## src/pkg/ccw_consts.vh

```
`ifndef CCW_CONSTS_VH
`define CCW_CONSTS_VH

// ------------------------------------------------------------------
// Register byte offsets
// ------------------------------------------------------------------
`define CCW_OFF_TX_DIV_A    8'h00
`define CCW_OFF_TX_TRIM     8'h04
`define CCW_OFF_TX_DIV_B    8'h08
`define CCW_OFF_RX_DIV_A    8'h0c
`define CCW_OFF_RX_TRIM     8'h10
`define CCW_OFF_RX_DIV_B    8'h14
`define CCW_OFF_CONTROL     8'h18
`define CCW_OFF_STATUS      8'h1c
`define CCW_OFF_PRIMARY     8'h20
`define CCW_OFF_SECONDARY   8'h24

// ------------------------------------------------------------------
// Reset values
// ------------------------------------------------------------------
`define CCW_RST_DIV_A       6'h09
`define CCW_RST_TRIM        6'h01
`define CCW_RST_DIV_B       6'h24
`define CCW_RST_CONTROL     10'h2e4

// ------------------------------------------------------------------
// Control register fields
// ------------------------------------------------------------------
`define CCW_CTL_LOOPBACK    3
`define CCW_CTL_SYNC        5

// ------------------------------------------------------------------
// Primary word load options (low two bits)
// ------------------------------------------------------------------
`define CCW_SEL_PLAIN       2'b00
`define CCW_SEL_PLUS        2'b01
`define CCW_SEL_MINUS       2'b10
`define CCW_SEL_SECONDARY   2'b11

// ------------------------------------------------------------------
// Timing counts
// ------------------------------------------------------------------
`define CCW_SHIFT_DIV       3'h4
`define CCW_WORD_BITS       5'h10
`define CCW_SEC_GAP         5'h04

`endif

```

## src/core/ccw_core.v

```verilog
`timescale 1ns/100ps
`default_nettype none
`include "ccw_consts.vh"

module ccw_core
#(
  parameter DIV_W = 6,
  parameter DAC_W = 14
)
(
  // Clock, reset and enable
  input  wire             hclk,
  input  wire             hresetn,
  input  wire             clk_en,
  // AHB-Lite slave
  input  wire             hsel,
  input  wire [7:0]       haddr,
  input  wire [1:0]       htrans,
  input  wire             hwrite,
  input  wire [2:0]       hsize,
  input  wire [31:0]      hwdata,
  input  wire             hready,
  output reg  [31:0]      hrdata,
  output reg              hreadyout,
  output reg              hresp,
  // Serial link to the processor
  output reg              shift_clk,
  output reg              tx_frame_sync,
  output reg              rx_frame_sync,
  input  wire             serial_tx_data,
  output reg              serial_rx_data,
  // Converter side
  input  wire [DAC_W-1:0] adc_sample,
  output reg  [DAC_W-1:0] dac_sample,
  output reg              dac_strobe,
  output reg              adc_strobe,
  output reg              tx_sc_filter_clock,
  output reg              rx_sc_filter_clock,
  output reg              hp_filter_clock,
  output reg              loopback_en,
  output reg              sync_mode,
  output reg  [9:0]       control_word
);

  // ------------------------------------------------------------------
  // Programmable registers
  // ------------------------------------------------------------------
  reg  [DIV_W-1:0] tx_divider_a;
  reg  [DIV_W-1:0] tx_trim;
  reg  [DIV_W-1:0] tx_divider_b;
  reg  [DIV_W-1:0] rx_divider_a;
  reg  [DIV_W-1:0] rx_trim;
  reg  [DIV_W-1:0] rx_divider_b;
  reg  [9:0]       control;
  reg  [15:0]      primary_word;
  reg  [15:0]      secondary_word;

  reg              dph_write;
  reg  [7:0]       dph_addr;
  reg              rd_wait;
  reg  [31:0]      rd_mux;

  wire             addr_phase = hsel & htrans[1] & hready;
  wire [DIV_W-1:0] wr_b       = (hwdata[DIV_W-1:0] < 2) ? `CCW_RST_DIV_B : hwdata[DIV_W-1:0];

  // ------------------------------------------------------------------
  // Divider chains, one per path
  // ------------------------------------------------------------------
  reg              trim_req;
  reg  [1:0]       trim_new;
  wire [1:0]       path_strobe;
  wire [1:0]       path_scf;

  genvar p;
  generate
    for (p = 0; p < 2; p = p + 1)
    begin : path
      wire [DIV_W-1:0] a_reg  = (p == 0) ? tx_divider_a : rx_divider_a;
      wire [DIV_W-1:0] t_reg  = (p == 0) ? tx_trim : rx_trim;
      wire [DIV_W-1:0] b_reg  = (p == 0) ? tx_divider_b : rx_divider_b;
      wire [DIV_W-1:0] a_plus = a_reg + t_reg;
      wire [DIV_W-1:0] a_mins = a_reg - t_reg;
      reg  [DIV_W-1:0] a_load;
      reg  [DIV_W-1:0] a_cnt;
      reg  [DIV_W-1:0] b_cnt;
      reg  [1:0]       trim_sel;
      reg              sc_filter_clock;
      reg              strobe;

      // Trimmed loads wrap modulo 64; a result of 0 or 1 falls back to the plain value.
      always @*
      begin
        case (trim_sel)
          `CCW_SEL_PLUS:  a_load = (a_plus < 2) ? a_reg : a_plus;
          `CCW_SEL_MINUS: a_load = (a_mins < 2) ? a_reg : a_mins;
          default:        a_load = a_reg;
        endcase
      end

      always @(posedge hclk or negedge hresetn)
      begin
        if (!hresetn)
        begin
          a_cnt    <= `CCW_RST_DIV_A;
          b_cnt    <= `CCW_RST_DIV_B;
          trim_sel <= `CCW_SEL_PLAIN;
          sc_filter_clock      <= 1'b0;
          strobe   <= 1'b0;
        end
        else if (clk_en)
        begin
          strobe <= 1'b0;
          // A divider of 0 or 1 stops the path.
          if (a_reg >= 2)
          begin
            if (a_cnt <= 1)
            begin
              a_cnt <= a_load;
              sc_filter_clock   <= ~sc_filter_clock;
              if (trim_sel != `CCW_SEL_PLAIN)
                trim_sel <= `CCW_SEL_PLAIN;
              if (!sc_filter_clock)
              begin
                if (b_cnt <= 1)
                begin
                  b_cnt  <= b_reg;
                  strobe <= 1'b1;
                end
                else
                  b_cnt <= b_cnt - 1'b1;
              end
            end
            else
              a_cnt <= a_cnt - 1'b1;
          end
          if (trim_req)
            trim_sel <= trim_new;
        end
      end

      assign path_strobe[p] = strobe;
      assign path_scf[p]    = sc_filter_clock;
    end
  endgenerate

  wire sync_sel = control[`CCW_CTL_SYNC];
  wire rx_conv  = sync_sel ? path_strobe[0] : path_strobe[1];

  // ------------------------------------------------------------------
  // Shift clock and input synchroniser
  // ------------------------------------------------------------------
  reg  [1:0] sc_div;
  reg        din_meta;
  reg        din_sync;
  wire       tick = (sc_div == 2'b01);

  always @(posedge hclk or negedge hresetn)
  begin
    if (!hresetn)
    begin
      sc_div   <= 2'b00;
      din_meta <= 1'b0;
      din_sync <= 1'b0;
    end
    else if (clk_en)
    begin
      sc_div   <= sc_div + 2'b01;
      din_meta <= serial_tx_data;
      din_sync <= din_meta;
    end
  end

  // ------------------------------------------------------------------
  // Transmit frame sequencer
  // ------------------------------------------------------------------
  localparam TX_IDLE = 2'b00;
  localparam TX_PRIM = 2'b01;
  localparam TX_GAP  = 2'b10;
  localparam TX_SEC  = 2'b11;

  reg  [1:0]  tx_state;
  reg  [4:0]  tx_bits;
  reg  [15:0] tx_shift;
  reg         tx_pend;
  reg         rx_pend;
  reg         rx_busy;
  reg  [4:0]  rx_bits;
  reg  [15:0] rx_shift;
  wire [15:0] tx_word = {tx_shift[14:0], din_sync};
  wire [DAC_W-1:0] adc_src = control[`CCW_CTL_LOOPBACK] ? dac_sample : adc_sample;

  always @(posedge hclk or negedge hresetn)
  begin
    if (!hresetn)
    begin
      tx_state       <= TX_IDLE;
      tx_bits        <= 5'h00;
      tx_shift       <= 16'h0000;
      tx_pend        <= 1'b0;
      tx_frame_sync  <= 1'b1;
      primary_word   <= 16'h0000;
      secondary_word <= 16'h0000;
      dac_sample     <= {DAC_W{1'b0}};
      trim_req       <= 1'b0;
      trim_new       <= `CCW_SEL_PLAIN;
    end
    else if (clk_en)
    begin
      trim_req <= 1'b0;
      if (tick)
      begin
        case (tx_state)
          TX_IDLE:
          begin
            if (tx_pend)
            begin
              tx_pend       <= 1'b0;
              tx_state      <= TX_PRIM;
              tx_bits       <= `CCW_WORD_BITS;
              tx_frame_sync <= 1'b0;
            end
          end
          TX_PRIM, TX_SEC:
          begin
            tx_shift <= tx_word;
            tx_bits  <= tx_bits - 5'h01;
            if (tx_bits == 5'h01)
            begin
              tx_frame_sync <= 1'b1;
              tx_state      <= TX_IDLE;
              if (tx_state == TX_SEC)
                secondary_word <= tx_word;
              else
              begin
                primary_word <= tx_word;
                dac_sample   <= tx_word[15:2];
                trim_req     <= 1'b1;
                trim_new     <= (tx_word[1:0] == `CCW_SEL_SECONDARY) ? `CCW_SEL_PLAIN : tx_word[1:0];
                if (tx_word[1:0] == `CCW_SEL_SECONDARY)
                begin
                  tx_state <= TX_GAP;
                  tx_bits  <= `CCW_SEC_GAP;
                end
              end
            end
          end
          TX_GAP:
          begin
            tx_bits <= tx_bits - 5'h01;
            if (tx_bits == 5'h01)
            begin
              tx_state      <= TX_SEC;
              tx_bits       <= `CCW_WORD_BITS;
              tx_frame_sync <= 1'b0;
            end
          end
          default:
            tx_state <= TX_IDLE;
        endcase
      end
      // A conversion that lands on the tick that consumes the request is kept.
      if (path_strobe[0])
        tx_pend <= 1'b1;
    end
  end

  // ------------------------------------------------------------------
  // Receive frame sequencer
  // ------------------------------------------------------------------
  always @(posedge hclk or negedge hresetn)
  begin
    if (!hresetn)
    begin
      rx_pend        <= 1'b0;
      rx_busy        <= 1'b0;
      rx_bits        <= 5'h00;
      rx_shift       <= 16'h0000;
      rx_frame_sync  <= 1'b1;
      serial_rx_data <= 1'b0;
    end
    else if (clk_en)
    begin
      if (tick)
      begin
        if (rx_busy)
        begin
          serial_rx_data <= rx_shift[15];
          rx_shift       <= {rx_shift[14:0], 1'b0};
          rx_bits        <= rx_bits - 5'h01;
          if (rx_bits == 5'h01)
          begin
            rx_busy       <= 1'b0;
            rx_frame_sync <= 1'b1;
          end
        end
        // In synchronous mode the receive frame follows primary frames only.
        else if (rx_pend && (!sync_sel || (tx_state == TX_IDLE && tx_pend)))
        begin
          rx_pend       <= 1'b0;
          rx_busy       <= 1'b1;
          rx_bits       <= `CCW_WORD_BITS;
          rx_shift      <= {adc_src, 2'b00};
          rx_frame_sync <= 1'b0;
        end
      end
      if (rx_conv)
        rx_pend <= 1'b1;
    end
  end

  // ------------------------------------------------------------------
  // Registered outputs
  // ------------------------------------------------------------------
  always @(posedge hclk or negedge hresetn)
  begin
    if (!hresetn)
    begin
      shift_clk          <= 1'b0;
      dac_strobe         <= 1'b0;
      adc_strobe         <= 1'b0;
      tx_sc_filter_clock <= 1'b0;
      rx_sc_filter_clock <= 1'b0;
      hp_filter_clock    <= 1'b0;
      loopback_en        <= 1'b0;
      sync_mode          <= 1'b1;
      control_word       <= `CCW_RST_CONTROL;
    end
    else if (clk_en)
    begin
      // High over phases 2 and 3, so a bit driven on its rise is two flops deep at the tick.
      shift_clk          <= sc_div[1] ^ sc_div[0];
      dac_strobe         <= path_strobe[0];
      adc_strobe         <= rx_conv;
      tx_sc_filter_clock <= path_scf[0];
      rx_sc_filter_clock <= sync_sel ? path_scf[0] : path_scf[1];
      hp_filter_clock    <= rx_conv;
      loopback_en        <= control[`CCW_CTL_LOOPBACK];
      sync_mode          <= sync_sel;
      control_word       <= control;
    end
  end

  // ------------------------------------------------------------------
  // AHB-Lite register access
  // ------------------------------------------------------------------
  always @*
  begin
    rd_mux = 32'h00000000;
    case (dph_addr)
      `CCW_OFF_TX_DIV_A:  rd_mux[DIV_W-1:0] = tx_divider_a;
      `CCW_OFF_TX_TRIM:   rd_mux[DIV_W-1:0] = tx_trim;
      `CCW_OFF_TX_DIV_B:  rd_mux[DIV_W-1:0] = tx_divider_b;
      `CCW_OFF_RX_DIV_A:  rd_mux[DIV_W-1:0] = rx_divider_a;
      `CCW_OFF_RX_TRIM:   rd_mux[DIV_W-1:0] = rx_trim;
      `CCW_OFF_RX_DIV_B:  rd_mux[DIV_W-1:0] = rx_divider_b;
      `CCW_OFF_CONTROL:   rd_mux[9:0]       = control;
      `CCW_OFF_STATUS:    rd_mux[7:0]       = {path[0].trim_sel, rx_busy, rx_pend, tx_pend, 1'b0, tx_state};
      `CCW_OFF_PRIMARY:   rd_mux[15:0]      = primary_word;
      `CCW_OFF_SECONDARY: rd_mux[15:0]      = secondary_word;
      default:            rd_mux            = 32'h00000000;
    endcase
  end

  always @(posedge hclk or negedge hresetn)
  begin
    if (!hresetn)
    begin
      tx_divider_a <= `CCW_RST_DIV_A;
      tx_trim      <= `CCW_RST_TRIM;
      tx_divider_b <= `CCW_RST_DIV_B;
      rx_divider_a <= `CCW_RST_DIV_A;
      rx_trim      <= `CCW_RST_TRIM;
      rx_divider_b <= `CCW_RST_DIV_B;
      control      <= `CCW_RST_CONTROL;
      dph_write    <= 1'b0;
      dph_addr     <= 8'h00;
      rd_wait      <= 1'b0;
      hrdata       <= 32'h00000000;
      hreadyout    <= 1'b1;
      hresp        <= 1'b0;
    end
    else if (clk_en)
    begin
      hresp <= 1'b0;
      if (dph_write)
      begin
        dph_write <= 1'b0;
        case (dph_addr)
          `CCW_OFF_TX_DIV_A: tx_divider_a <= hwdata[DIV_W-1:0];
          `CCW_OFF_TX_TRIM:  tx_trim      <= hwdata[DIV_W-1:0];
          `CCW_OFF_TX_DIV_B: tx_divider_b <= wr_b;
          `CCW_OFF_RX_DIV_A: rx_divider_a <= hwdata[DIV_W-1:0];
          `CCW_OFF_RX_TRIM:  rx_trim      <= hwdata[DIV_W-1:0];
          `CCW_OFF_RX_DIV_B: rx_divider_b <= wr_b;
          `CCW_OFF_CONTROL:  control      <= hwdata[9:0];
          default:           control      <= control;
        endcase
      end
      if (rd_wait)
      begin
        rd_wait   <= 1'b0;
        hrdata    <= rd_mux;
        hreadyout <= 1'b1;
      end
      else if (addr_phase)
      begin
        dph_addr  <= {haddr[7:2], 2'b00};
        dph_write <= hwrite;
        if (!hwrite)
        begin
          rd_wait   <= 1'b1;
          hreadyout <= 1'b0;
        end
      end
    end
  end

endmodule

`default_nettype wire

```

## config.mk

```make
export PLATFORM = sky130hd
export DESIGN_NAME = ccw_core
export DESIGN_NICKNAME = d
export VERILOG_FILES = /design/src/core/ccw_core.v
export VERILOG_INCLUDE_DIRS = /design/src /design/src/pkg
export SDC_FILE = /design/constraint.sdc
export NUM_CORES = 1
export LEC_CHECK = 0
export BUFFER_PORTS_ARGS = -buffer_cell sky130_fd_sc_hd__buf_2
export CAP_MARGIN = 20
export CORE_ASPECT_RATIO = 1.5
export CORE_MARGIN = 2
export CORE_UTILIZATION = 45
export DETAILED_ROUTE_END_ITERATION = 7
export PLACE_DENSITY = 0.72
export SLEW_MARGIN = 20
export SYNTH_ARGS = -nofsm -noshare
export SYNTH_HDL_FRONTEND = slang
export SYNTH_SLANG_ARGS = --single-unit
```

## constraint.sdc

```tcl
create_clock -name hclk -period 4.2 [get_ports hclk]
set_input_delay 0.84 -clock hclk [delete_from_list [all_inputs] [get_ports hclk]]
set_output_delay 0.84 -clock hclk [all_outputs]
set_load 0.005 [all_outputs]
```

[Word-level counts from Yosys, hierarchy flattened]
Cells that the tools add are included.
W data, S select, Z words.
Storage, ports and cells
  bits in registers: 222
  bits in latches: 0
  memory bits (writable): 0
  memory bits (read-only): 0
  bits of input ports: 66
  word-level logic and storage cells: 233
  memories kept: 0
Operators by class
  add/sub/neg operators: 11
  multiply operators: 0
  divide/modulo/power cells: 0
  $lt $le $gt $ge: 11
  eq/ne operators: 26
  shifts and indexed selects: 0
  mux-type cells: 79
  bitwise operators: 7
  reduce and logical (&&, ||, !) cells: 50
Operators by type and width (count)
  $pmux W6 S10: 1
  $mux W6: 9
  $reduce_and A3 Y1: 16
  $mux W1: 37
  $pmux W6 S2: 3
  $mux W5: 7
  $mux W16: 2
  $lt A6 B2 Y1 const B: 5
  $mux W2: 14
  $reduce_bool A2 Y1: 14
  $eq A6 B3 Y1 const B: 4
  $le A6 B1 Y1 const B: 4
  $reduce_and A4 Y1: 6
  $sub A6 B1 Y6 const B: 4
  $pmux W5 S3: 1
  $reduce_and A5 Y1: 3
  $mux W14: 1
  $add A6 B6 Y6: 2
  $eq A6 B2 Y1 const B: 2
  $eq A6 B4 Y1 const B: 2
  $ge A6 B2 Y1 const B: 2
  $pmux W2 S3: 2
  $sub A6 B6 Y6: 2
  $eq A2 B2 Y1 const B: 5
  other kinds (19): 36

[Depth between registers and ports, before layout]
  word-level depth: 8
  mapped depth: 10

[Worst setup path after synthesis]
No wires, ideal clock.
  path type: register -> register
  from: register rx_divider_a[0], in the netlist path[1].a_reg[0]
  to: register path[1].a_cnt[0]
  setup time: 81 ps
  data arrival time: 2594 ps
  required time: 4119 ps
  slack: 1524 ps
  cell stages (with the launch flop): 11
  period minus slack after synthesis: 2676 ps
  path through: dfstp_2 -> inv_1 -> ha_1 -> fa_1 -> xor2_1 -> nand3_1 -> mux2_2 -> nor4_2 -> nor2b_1 -> a2111o_1 -> o211ai_1
Between the ends
  cells in the longest elaborated chain, start to end: 5
  elaborated cells between the ends (all ways): 10
  those cells by class: 2 x add/sub; 3 x order compare; 4 x mux; 1 x reduce/logical
Ends and longest elaborated chain
  from (decl): RTL line ccw_core.v:51  | reg [DIV_W-1:0] rx_divider_a;
  from (signal assigned): RTL line ccw_core.v:371  | rx_divider_a <= `CCW_RST_DIV_A;
  from (signal assigned): RTL line ccw_core.v:392  | `CCW_OFF_RX_DIV_A: rx_divider_a <= hwdata[DIV_W-1:0];
  $sub A6 B6 Y6 or $add A6 B6 Y6 (tied branches): RTL line ccw_core.v:82, ccw_core.v:81
  $lt A6 B2 Y1, on equally long branches: RTL line ccw_core.v:95, ccw_core.v:94
  $mux W6, on equally long branches: RTL line ccw_core.v:95, ccw_core.v:94
  $pmux W6 S2: RTL line ccw_core.v:93  | case (trim_sel)
  $mux W6: RTL line ccw_core.v:116  | if (a_cnt <= 1)
  to (signal assigned): RTL line ccw_core.v:104  | a_cnt <= `CCW_RST_DIV_A;
  to (signal assigned): RTL line ccw_core.v:118  | a_cnt <= a_load;
  to (signal assigned): RTL line ccw_core.v:134  | a_cnt <= a_cnt - 1'b1;
  to (decl): RTL line ccw_core.v:84  | reg [DIV_W-1:0] a_cnt;
Several ways; a longest one is shown, not always the timed one.
A chain may end at the register's enable or synchronous reset.

[Worst setup path in the final report]
Ends and elaborated chain as after synthesis.

==> flow_summary.ini <==
[outcome]
status = finished, final reports clean

[floorplan]
die-area_um2 = 25700
start_util = 0.454
die_y_um = 195
ioPinCount = 135
core_um2 = 24200
rows = 70
die_x_um = 132

[critical_path]
critical_path.max_fanout = 5
path_cells = inv_1 > ha_1 > fa_1 > xor2_1 > nand3_1 > mux2_2 > nor4_2 > nor2b_1 > a2111o_1 > o211ai_1
worstSetupStartpoint = path[1].a_reg[0]$_DFFE_PN1P_
setup.worst_path.class = flop to flop
r2r_start = path[1].a_reg[0]$_DFFE_PN1P_
cp.required_ns = 4.61
worstSetupStartpointType = flop
cp-end-kind = flop
crit_slowest_cell = dfstp_2
cp_top_family = simple AND/OR/NAND/NOR gates
cp_data_arrival_time_ns = 3.58
crit_path_max_incr_delay_ns = 0.62
critPathBufInv = 1

[timing]
relSlewSlack = 0.255
clock.fmax_mhz = 315
finalSetupViolCount = 0
clock_skew_ns = 0.0232
rsz0062_at_grt = no
hold_violations = 0
worst_slew_pin_slew_ns = 1.12
slew_viol_final = 0
fin_crit_ns = 3.17
finalCritPeriodShare = 0.755
setup_tns_ns = 0

[detailed_routing]
remaining_drc_errors = 0
ant_nets = 0
firstDrtPassIters = 7
via_per_inst = 5.77
vias = 8558
wire_per_inst_um = 18.9
drt_iter0_drc = 602
totalWireLength_um = 28000

[global_route]
grt.total_usage = 0.213
antenna_found_initial = 0
grt.overflow.total = 0
grt_pass1_wl_um = 44000
grt_pass1_vias = 8534
grt_max_degree = 116

[finish]
final_core_util = 0.507
drive_gt1_frac = 0.234
final_common_cell = dfrtp_1
area_growth_pct = 11.5
final-instance-count-excl-fill = 1483
n_antenna_cell = 0
top_regs = hrdata: 16 flops, secondary_word: 16 flops, tx_shift: 15 flops
final_cell_mix = 172 x dfrtp_1, 102 x mux2_2, 88 x buf_2
finish.net_count = 1254

[clocking]
clock_sinks = 203
ctsHoldBuffers = 0
clock_latency_ns = 0.51
post_cts_buffers = 0
path_clk_slew_ns = 0.06
cts_buffers = 21
ctsHtreeMaxLevel = 1
ctsResizeCount = 0
clock_path_buffers = 3
cts_tree = yes
cts_root_buffer = clkbuf_16

[synthesis]
synth_top_area_share = 0.392
synth_edf_count = 0
synth_flop_cell = dfrtp_1
async_flop_share = 1.00
synth_area_leader_cell = dfrtp_1
yosys_register_bits = 203
synth_cells = 1086
yosys_warnings = 0
synth.distinct_cells = 65
netlist_area_um2 = 11000
syn_area_per_cell_um2 = 10.1
yosysSeqAreaShare = 0.466
yosys-top-cells-area = dfrtp_1 39%, mux2_2 10%, dfstp_2 7.4%

[power]
combPwrFrac = 0.280
power_frac_clock = 0.287
p_int_uw = 4280
power_leakage_uw = 0.00559
peakVddDrop_v = 0.000382
power_frac_seq = 0.433
p_switching_uw = 2320
netSwitchingFraction = 0.351
power.density_nw_per_um2 = 539

[placed_design]
gp_congestion = 0.875
placedCellCount = 1446
port_buffers = 89
hpwl_um = 20200

[run]
drv_cap = 0

[hold_path]
hold_class = input port to async pin
## synthesized netlist by cell type (9+ instances only)
cell / number
nand3_1: 16
a222oi_1: 14
o31ai_1: 11
o211ai_1: 9
buf_4: 34
a21o_1: 11
inv_1: 55
o21ai_0: 84
mux2i_1: 19
and3_1: 13
nor3_1: 25
mux2_2: 102
a221oi_1: 9
clkbuf_1: 37
nand2_1: 84
ha_1: 39
nor2b_1: 11
xnor2_1: 10
dfstp_2: 31
nand2b_1: 17
dfrtp_1: 172
nor2_1: 82
a21oi_1: 74
a22oi_1: 15
## stage by stage
step	total power [µW]	setup WS (ns)	cell area (µm²)	hold slack [ns]
6_report	6600	1.03	12300	0.444
2_1_floorplan	4160	1.52	11000	0.446
5_1_grt	6980	0.811	12300	0.500
4_1_cts	6620	1.10	12300	0.476
3_3_place_gp	4630	1.14	11600	0.458
3_5_place_dp	4720	1.12	11600	0.460
## layout make-up
type,count,area (µm²)
fill,2242,11900
multi-input combinational,767,5310
clock inverter,9,134
timing repair buffer,97,527
inverter,55,206
sequential,203,5120
tap,324,405
clock buffer,28,552
## power groups by stage
stage                     Sequential, µW  Combinational [µW]  Clock, µW
after detailed placement            2880                1840          0
final                               2860                1840       1900
after global routing                2920                2080       1990
after CTS                           2850                1850       1920
after global placement              2860                1770          0
after floorplan                     2690                1470          0
## kinds of logic (layout without fill, tap and decap cells)
group	Yosys count	after routing	share of synthesized area
fa+ha+maj	43	43	0.0517
compound gates	281	281	0.164
flops	203	203	0.466
xor+xnor	18	18	0.0144
mux	121	121	0.122
other cells	1	17	0.000341
simple gates	287	287	0.125
buf+inv	132	189	0.0573
## final timing paths
path | endpoint | slack [ns] | cells after the start
max | path[1].a_cnt[0]$_DFFE_PN1P_ | 1.03 | 10
min | tx_bits[0]$_DFFE_PN0P_ | 0.44 | 1
max reg2reg | path[1].a_cnt[0]$_DFFE_PN1P_ | 1.03 | 10
min reg2reg | sc_div[0]$_DFFE_PN0P_ | 0.48 | 1
max in group asynchronous | path[1].a_cnt[0]$_DFFE_PN1P_ | 2.66 | 2
min in group hclk | sc_div[0]$_DFFE_PN0P_ | 0.48 | 1
## layer usage
layer  part of all wire  track usage  vias to the layer above
met5                  0            0                        -
met4              0.067        0.130                        0
met3              0.051       0.0278                      107
met2               0.51        0.390                      297
met1               0.38        0.233                     4166
li1                   -            -                     3988
Note: power is estimated with default switching activity, not from simulation.
